===== src/periph_reset_pkg.sv =====
// shared constants and types for the peripheral soft reset controller
package periph_reset_pkg;

  localparam int unsigned ADDR_W = 12;
  localparam int unsigned DATA_W = 32;

  // register byte offsets
  localparam logic [ADDR_W-1:0] OFFS_PERIPH_ONE = 12'h044;
  localparam logic [ADDR_W-1:0] OFFS_GPIO_PORT = 12'h048;

  localparam logic [DATA_W-1:0] RESET_VALUE = 32'h0000_0000;

  // field positions, first register
  localparam int unsigned BIT_COMP_ZERO = 24;
  localparam int unsigned BIT_COMP_ONE = 25;
  localparam int unsigned BIT_COMP_TWO = 26;
  localparam int unsigned BIT_TIMER_ZERO = 16;
  localparam int unsigned BIT_TIMER_ONE = 17;
  localparam int unsigned BIT_TIMER_TWO = 18;
  localparam int unsigned BIT_TWO_WIRE = 12;
  localparam int unsigned BIT_SYNC_SERIAL = 4;
  localparam int unsigned BIT_ASYNC_ONE = 1;
  localparam int unsigned BIT_ASYNC_ZERO = 0;

  // writable bits of each register; all others reserved
  localparam logic [DATA_W-1:0] IMPL_PERIPH_ONE = 32'h0707_1013;
  localparam logic [DATA_W-1:0] IMPL_GPIO_PORT = 32'h0000_001f;

  localparam int unsigned NUM_PORTS = 5;

  localparam logic [1:0] RESP_OKAY = 2'b00;
  localparam logic [1:0] RESP_SLVERR = 2'b10;

  // per-peripheral reset outputs of the first register
  typedef struct packed {
    logic comparator_two_reset;
    logic comparator_one_reset;
    logic comparator_zero_reset;
    logic gp_counter_two_reset;
    logic gp_counter_one_reset;
    logic gp_counter_zero_reset;
    logic two_wire_unit_reset;
    logic sync_serial_unit_reset;
    logic async_serial_one_reset;
    logic async_serial_zero_reset;
  } periph_resets_t;

  // port e down to port a
  typedef struct packed {
    logic port_e_reset;
    logic port_d_reset;
    logic port_c_reset;
    logic port_b_reset;
    logic port_a_reset;
  } port_resets_t;

endpackage


===== src/reset_ctrl_reg.sv =====
// one masked software reset control register
`timescale 1ns/100ps
`default_nettype none
module reset_ctrl_reg #(
  parameter int unsigned WIDTH = 32,
  parameter logic [WIDTH-1:0] IMPL = '1,
  parameter logic [WIDTH-1:0] RST_VAL = '0
) (
  input wire logic clk, // system clock
  input wire logic nrst, // async reset, active low
  input wire logic wr_en, // one-cycle write strobe
  input wire logic [WIDTH-1:0] wr_data, // data after byte strobes merged
  input wire logic [WIDTH-1:0] cap_mask, // capability register contents
  output logic [WIDTH-1:0] value // current register contents
);

  logic [WIDTH-1:0] value_q;
  logic [WIDTH-1:0] value_d;
  logic [WIDTH-1:0] keep;

  always_comb begin
    // only present units on implemented bits may change
    keep = IMPL & cap_mask;
    value_d = value_q;
    if (wr_en) begin
      value_d = (value_q & ~keep) | (wr_data & keep);
    end
  end

  always_ff @(posedge clk or negedge nrst) begin
    if (!nrst) begin
      value_q <= RST_VAL;
    end else begin
      value_q <= value_d;
    end
  end

  assign value = value_q;
endmodule
`default_nettype wire


===== src/peripheral_soft_reset_ctrl.sv =====
// peripheral soft reset controller with axi4-lite register slave
// Functional notes
// - A write changes a control bit only where the matching capability bit is one.
// - Comparator two, one and zero resets sit at bits 26, 25 and 24 of the first register.
// - Timer two, one and zero resets sit at bits 18, 17 and 16 of the first register.
// - Two-wire at bit 12, sync serial at bit 4, async serial at bits 1 and 0 of the first register.
// - Port e to port a resets sit at bits 4 to 0 of the second register, 31 to 5 reserved.
// - Reserved bits read zero and ignore writes; software should preserve them.
// - Both registers clear to zero on system reset.
//
// Implementation choice: the AXI4-Lite interface to the registers.
`timescale 1ns/100ps
`default_nettype none
module peripheral_soft_reset_ctrl
  import periph_reset_pkg::*;
(
  input wire logic clk, // 200 mhz system clock
  input wire logic nrst, // async reset, active low
  input wire logic [periph_reset_pkg::ADDR_W-1:0] s_axi_awaddr, // write address
  input wire logic s_axi_awvalid, // write address valid
  output logic s_axi_awready, // write address ready
  input wire logic [periph_reset_pkg::DATA_W-1:0] s_axi_wdata, // write data
  input wire logic [3:0] s_axi_wstrb, // write byte strobes
  input wire logic s_axi_wvalid, // write data valid
  output logic s_axi_wready, // write data ready
  output logic [1:0] s_axi_bresp, // write response
  output logic s_axi_bvalid, // write response valid
  input wire logic s_axi_bready, // write response ready
  input wire logic [periph_reset_pkg::ADDR_W-1:0] s_axi_araddr, // read address
  input wire logic s_axi_arvalid, // read address valid
  output logic s_axi_arready, // read address ready
  output logic [periph_reset_pkg::DATA_W-1:0] s_axi_rdata, // read data
  output logic [1:0] s_axi_rresp, // read response
  output logic s_axi_rvalid, // read data valid
  input wire logic s_axi_rready, // read data ready
  input wire logic [periph_reset_pkg::DATA_W-1:0] capability_mask_two, // present units
  input wire logic [periph_reset_pkg::DATA_W-1:0] capability_mask_four, // present ports
  output periph_reset_pkg::periph_resets_t periph_resets, // peripheral resets, high = held
  output periph_reset_pkg::port_resets_t port_resets // port resets, high = held
);
  import periph_reset_pkg::*;

  // write channel state
  logic aw_held_q, aw_held_d;
  logic w_held_q, w_held_d;
  logic [ADDR_W-1:0] waddr_q, waddr_d;
  logic [DATA_W-1:0] wdata_q, wdata_d;
  logic [3:0] wstrb_q, wstrb_d;
  logic bvalid_q, bvalid_d;
  logic [1:0] bresp_q, bresp_d;
  // read channel state
  logic rvalid_q, rvalid_d;
  logic [1:0] rresp_q, rresp_d;
  logic [DATA_W-1:0] rdata_q, rdata_d;
  // output state
  periph_resets_t periph_q, periph_d;
  port_resets_t port_q, port_d;

  logic aw_take, w_take, ar_take, do_write, wr_one, wr_port;
  logic awready_q, wready_q, arready_q;
  logic [DATA_W-1:0] cur_one, cur_port, merged;
  logic [DATA_W-1:0] byte_mask;

  // take only on a real valid/ready handshake; ready is low in the cycle after reset
  assign aw_take = s_axi_awvalid && awready_q;
  assign w_take = s_axi_wvalid && wready_q;
  assign ar_take = s_axi_arvalid && arready_q;

  always_comb begin
    aw_held_d = aw_held_q;
    w_held_d = w_held_q;
    waddr_d = waddr_q;
    wdata_d = wdata_q;
    wstrb_d = wstrb_q;
    if (aw_take) begin
      aw_held_d = 1'b1;
      waddr_d = s_axi_awaddr;
    end
    if (w_take) begin
      w_held_d = 1'b1;
      wdata_d = s_axi_wdata;
      wstrb_d = s_axi_wstrb;
    end
    if (do_write) begin
      aw_held_d = 1'b0;
      w_held_d = 1'b0;
    end
  end

  // write commits one cycle after both halves are held
  assign do_write = aw_held_q && w_held_q && !bvalid_q;
  assign wr_one = do_write && (waddr_q[ADDR_W-1:2] == OFFS_PERIPH_ONE[ADDR_W-1:2]);
  assign wr_port = do_write && (waddr_q[ADDR_W-1:2] == OFFS_GPIO_PORT[ADDR_W-1:2]);

  generate
    for (genvar i = 0; i < 4; i++) begin : g_lane
      assign byte_mask[8*i +: 8] = {8{wstrb_q[i]}};
    end
  endgenerate

  // unstrobed bytes keep their old value; cheaper than a per-byte enable
  always_comb begin
    merged = wr_port ? cur_port : cur_one;
    merged = (merged & ~byte_mask) | (wdata_q & byte_mask);
  end

  always_comb begin
    bvalid_d = bvalid_q;
    bresp_d = bresp_q;
    if (bvalid_q && s_axi_bready) begin
      bvalid_d = 1'b0;
    end
    if (do_write) begin
      bvalid_d = 1'b1;
      bresp_d = (wr_one || wr_port) ? RESP_OKAY : RESP_SLVERR;
    end
  end

  reset_ctrl_reg #(
    .WIDTH(DATA_W),
    .IMPL(IMPL_PERIPH_ONE),
    .RST_VAL(RESET_VALUE)
  ) u_periph_one (
    .clk(clk),
    .nrst(nrst),
    .wr_en(wr_one),
    .wr_data(merged),
    .cap_mask(capability_mask_two),
    .value(cur_one)
  );

  reset_ctrl_reg #(
    .WIDTH(DATA_W),
    .IMPL(IMPL_GPIO_PORT),
    .RST_VAL(RESET_VALUE)
  ) u_gpio_port (
    .clk(clk),
    .nrst(nrst),
    .wr_en(wr_port),
    .wr_data(merged),
    .cap_mask(capability_mask_four),
    .value(cur_port)
  );

  // read path: one read in flight, answered the cycle after the arvalid/arready handshake
  always_comb begin
    rvalid_d = rvalid_q;
    rresp_d = rresp_q;
    rdata_d = rdata_q;
    if (rvalid_q && s_axi_rready) begin
      rvalid_d = 1'b0;
    end
    if (ar_take) begin
      rvalid_d = 1'b1;
      rresp_d = RESP_OKAY;
      if (s_axi_araddr[ADDR_W-1:2] == OFFS_PERIPH_ONE[ADDR_W-1:2]) begin
        rdata_d = cur_one;
      end else if (s_axi_araddr[ADDR_W-1:2] == OFFS_GPIO_PORT[ADDR_W-1:2]) begin
        rdata_d = cur_port;
      end else begin
        rdata_d = '0;
        rresp_d = RESP_SLVERR;
      end
    end
  end

  // reset outputs follow the stored bits, registered
  always_comb begin
    periph_d.comparator_two_reset = cur_one[BIT_COMP_TWO];
    periph_d.comparator_one_reset = cur_one[BIT_COMP_ONE];
    periph_d.comparator_zero_reset = cur_one[BIT_COMP_ZERO];
    periph_d.gp_counter_two_reset = cur_one[BIT_TIMER_TWO];
    periph_d.gp_counter_one_reset = cur_one[BIT_TIMER_ONE];
    periph_d.gp_counter_zero_reset = cur_one[BIT_TIMER_ZERO];
    periph_d.two_wire_unit_reset = cur_one[BIT_TWO_WIRE];
    periph_d.sync_serial_unit_reset = cur_one[BIT_SYNC_SERIAL];
    periph_d.async_serial_one_reset = cur_one[BIT_ASYNC_ONE];
    periph_d.async_serial_zero_reset = cur_one[BIT_ASYNC_ZERO];
    port_d = port_resets_t'(cur_port[NUM_PORTS-1:0]);
  end

  always_ff @(posedge clk or negedge nrst) begin
    if (!nrst) begin
      aw_held_q <= 1'b0;
      w_held_q <= 1'b0;
      waddr_q <= '0;
      wdata_q <= '0;
      wstrb_q <= '0;
      bvalid_q <= 1'b0;
      bresp_q <= RESP_OKAY;
      rvalid_q <= 1'b0;
      rresp_q <= RESP_OKAY;
      rdata_q <= '0;
      periph_q <= '0;
      port_q <= '0;
    end else begin
      aw_held_q <= aw_held_d;
      w_held_q <= w_held_d;
      waddr_q <= waddr_d;
      wdata_q <= wdata_d;
      wstrb_q <= wstrb_d;
      bvalid_q <= bvalid_d;
      bresp_q <= bresp_d;
      rvalid_q <= rvalid_d;
      rresp_q <= rresp_d;
      rdata_q <= rdata_d;
      periph_q <= periph_d;
      port_q <= port_d;
    end
  end

  // readies are registered copies of "slot free" so outputs stay flop-driven
  logic awready_d, wready_d, arready_d;
  assign awready_d = !aw_held_d && !bvalid_d;
  assign wready_d = !w_held_d && !bvalid_d;
  assign arready_d = !rvalid_d;
  always_ff @(posedge clk or negedge nrst) begin
    if (!nrst) begin
      awready_q <= 1'b0;
      wready_q <= 1'b0;
      arready_q <= 1'b0;
    end else begin
      awready_q <= awready_d;
      wready_q <= wready_d;
      arready_q <= arready_d;
    end
  end

  assign s_axi_awready = awready_q;
  assign s_axi_wready = wready_q;
  assign s_axi_arready = arready_q;
  assign s_axi_bvalid = bvalid_q;
  assign s_axi_bresp = bresp_q;
  assign s_axi_rvalid = rvalid_q;
  assign s_axi_rresp = rresp_q;
  assign s_axi_rdata = rdata_q;
  assign periph_resets = periph_q;
  assign port_resets = port_q;
endmodule
`default_nettype wire


===== config.mk =====
export PLATFORM = sky130hd
export DESIGN_NAME = peripheral_soft_reset_ctrl
export DESIGN_NICKNAME = d
export VERILOG_FILES = /design/src/periph_reset_pkg.sv /design/src/reset_ctrl_reg.sv /design/src/peripheral_soft_reset_ctrl.sv
export SDC_FILE = /design/constraint.sdc
export NUM_CORES = 1
export LEC_CHECK = 0
export ABC_CLOCK_PERIOD_IN_PS = 2800
export BUFFER_PORTS_ARGS = -buffer_cell sky130_fd_sc_hd__buf_2
export CORE_MARGIN = 5
export CORE_UTILIZATION = 35
export DETAILED_ROUTE_END_ITERATION = 10
export GPL_TIMING_DRIVEN = 0
export SLEW_MARGIN = 20
export SYNTH_ARGS = -nofsm -noshare
export SYNTH_HDL_FRONTEND = slang
export SYNTH_HIERARCHICAL = 1
export SYNTH_SLANG_ARGS = --single-unit

===== constraint.sdc =====
create_clock -name clk -period 2.8 [get_ports clk]
set_clock_uncertainty 0.1 [all_clocks]
set_input_delay 0 -clock clk [delete_from_list [all_inputs] [get_ports clk]]
set_output_delay 0 -clock clk [all_outputs]
set_load 0.1 [all_outputs]

# ---- Word-level counts from Yosys, hierarchy flattened
# Index checks and enable logic that the tools add are counted.
dict set report word_totals {
  regBits 170
  out_inout_bits 56
  elab_cells 77
}
dict set report op_classes {
  eq_ne 4
  muxes 14
  n_bitwise 12
  reduce_logical 17
}
# operator n
set ops {}
lappend ops {{$and 32x32->32} 4}
lappend ops {{$mux 32} 3}
lappend ops {{$or 32x32->32} 3}
lappend ops {{$eq 10x5->1 const B} 4}
lappend ops {{$and 32x27->32} 1}
lappend ops {{$and 32x5->32} 1}
lappend ops {{$not 27->32} 1}
lappend ops {{$not 32->32} 1}
lappend ops {{$not 5->32} 1}
lappend ops {{$logic_and 1x1->1} 11}
lappend ops {{$mux 1} 8}
lappend ops {{$mux 2} 3}
lappend ops {{$logic_not 1->1} 5}
lappend ops {{$logic_or 1x1->1} 1}

# ---- Longest topological paths before layout
dict set report depth {
  ltp_word 8
  depth_mapped 7
  depth_no_buf 4
}

# ---- Hierarchy
# Netlist, hierarchy kept.
# mod instances cells_per_inst area_per_inst_um2
set modules_own_cells {}
lappend modules_own_cells {peripheral_soft_reset_ctrl 1 462 5567.8}
lappend modules_own_cells {{reset_ctrl_reg (u_periph_one)} 1 54 618.1}
lappend modules_own_cells {{reset_ctrl_reg (u_gpio_port)} 1 43 425.4}

# ---- Least setup slack after synthesis
# No wires, ideal clock.
dict set report synth_timing {
  path_kind {register to register}
  startpoint {register bvalid_q (netlist: s_axi_bvalid)}
  endpoint {register (tool-made name)}
  setup_ps 125
  arrival_ps 2446
  slack_ps 129
  path_stages_with_launch 6
  n_path_buf 1
  synth_period_minus_slack_ps 2671
  path_cell_list {dfrtp_1 > nand3b_1 > clkbuf_1 > nor4_1 > nand2_1 > mux2_4}
}
# item line
set synth_lines {}
lappend synth_lines {{start: declaration} peripheral_soft_reset_ctrl.sv:49} ;# logic bvalid_q, bvalid_d;
lappend synth_lines {{start signal: assignment} peripheral_soft_reset_ctrl.sv:202} ;# bvalid_q <= bvalid_d;

==> qor.csv <==
stage;metric;value;unit
outcome;outcome;complete, no violations;
placed_design;IO Port Bufs;111;
drt;Post-route DRC;0;
cells_and_area;Area Growth Syn to Fin;35.5;%
drt;DRT antenna net count;0;
worst_setup_path;Worst R2R Path Depth;6;
cells_and_area;most frequent cells in the layout;buf_2 (118), dfrtp_1 (97), buf_4 (51), conb_1 (51), dlygate4sd3_1 (50);
pwr;Final Power;0.00457;W
worst_setup_path;CP arrival;2.84;ns
cells_and_area;fin nets;771;
cells_and_area;multi-input logic area;2090;um^2
worst_setup_path;CP required;2.93;ns
sta;slew margin rel.;40.5;%
synth;YS warnings;6;
die;starting density of the core;35.8;%
flow_run;maxcap violations;0;
grt;number of global-route vias before repair;3930;
worst_setup_path;CP Launch Type;flip-flop;
pwr;PwrDens;676;nW/um^2
synth;Post-Syn Area per Cell;11.9;um^2
sta;Final WS setup;0.0969;ns
grt;first-pass GRT wire length;19700;um
sta;crit path time final;2.70;ns
clock_tree;worst skew pair latency;0.35;ns
drt;Initial DRC Count;187;
synth;Syn Inst Count;419;
sta;setup_tns;0;ns
grt;largest net degree at the start of global routing;78;
cells_and_area;fin util;48.6;%
worst_setup_path;Critical Path End Type;flip-flop;
worst_setup_path;crit-path max FO;7;
worst_setup_path;r2r setup slk;0.1;ns
placed_design;routability cong.;0.897;
worst_setup_path;Critical R2R Launch;waddr_q[7];
min_path;HP Class;in2async;
sta;Slew Viols, Final;0;
placed_design;DP Wirelength;9470;um
sta;Final Setup Violations;0;
clock_tree;clock buffer count from CTS;9;
sta;RSZ-0062 raised after global routing;false;
placed_design;dpl ws;0.162;ns
sta;max frequency;370;MHz
sta;hold slack;0.111;ns
clock_tree;clk sinks;97;
die;area of the die;16800;um^2
drt;Wirelength per Cell;14.9;um
grt;initial antenna violation count;0;
clock_tree;Clock Pin Slew Worst Setup and Hold Paths;0.07;ns
drt;final wirelength;12300;um
sta;Fin. Hold Viols;0;
die;row cnt;43;
die;Core ar.;13900;um^2
sta;Slew @ Worst Pin;0.889;ns
pwr;Peak supply drop;0.000959;V
drt;DR vias/cell;4.61;
cells_and_area;Diodes inserted;0;
pwr;Pleak;3.43;nW
clock_tree;CTS tree;done;
drt;Vias;3795;
cells_and_area;share of cells above drive strength 1;38.4;%
clock_tree;Max Buffers Root-to-Sink;2;
die;Die H;129;um
grt;total gr overflow;0;
drt;First-pass DRT Iterations;4;
clock_tree;Clock Tree Root;clkbuf_16;
worst_setup_path;Crit Path Class;reg2reg;
worst_setup_path;origin of the worst setup path;waddr_q[7];
die;# IOs;187;
die;die extent in x;129;um
cells_and_area;most common cell after layout, fill and taps aside;buf_2;
synth;Mapped Area;4990;um^2
sta;final cycle utilization of the critical path;96.5;%
cells_and_area;Filler cells;1310;
clock_tree;H-tree Lvls;3;
clock_tree;CTS resizes;0;
grt;overall routing resource usage;15.2;%
cells_and_area;Sequential Area;2430;um^2
## how the worst min path moves through the flow
stage,cells after the start,slack [ns],from,to
2_1_floorplan,0,-0.40,nrst,aw_held_q
3_3_place_gp,2,0.12,s_axi_rready,s_axi_rvalid
3_5_place_dp,1,-0.24,nrst,waddr_q[11]
4_1_cts,4,0.11,s_axi_arvalid,s_axi_rdata[5]
5_1_grt,4,0.13,s_axi_arvalid,s_axi_rdata[5]
6_report,3,0.11,nrst,waddr_q[3]
## timing repair
| item | in CTS | in global routing |
|---|---|---|
| hold buffers | 50 | 0 |
| buffers inserted | 0 | 0 |
| endpoints found under the hold margin | 146 | 0 |
## power breakdown
group	total [W]	internal [W]	switching (W)	leakage, nW
sequential	0.00184	0.00165	0.000189	1.27
combinational	0.00154	0.000675	0.000865	2.02
clock	0.00119	0.000687	0.000507	0.133
total	0.00457	0.00301	0.00156	3.43
## metrics by stage
stage | instances | instance area (um^2)
4_1_cts | 824 | 6770
2_1_floorplan | 467 | 5170
3_3_place_gp | 758 | 5950
5_1_grt | 824 | 6770
3_5_place_dp | 759 | 5990
6_report | 824 | 6770
## cell type report
cell class              instances  share of cell area (%)
plain buffers                 102                    9.52
clock buffers                  12                    3.49
clock inverters                 3                   0.629
inverters                       2                   0.111
multi-input cells             266                    30.9
flip-flops and latches         97                    35.9
well taps                     180                    3.33
repair buffers                162                    16.1
## worst max-delay path, cell delays in order, from the launching register on
cell     delay, ns
dfrtp_1       0.40
or4b_1        0.53
buf_2         0.20
buf_6         0.15
nor4_1        0.69
nand2_1       0.18
mux2_4        0.34
## routing by layer
metal / wire length, um / track usage (%) / vias up
met5: 0 / 0 / -
met4: 208 / 6.17 / 0
met1: 5280 / 18.5 / 1806
met2: 6070 / 25.9 / 108
met3: 725 / 3.75 / 17
li1: - / - / 1864
Power figures use the tool's default switching activity.
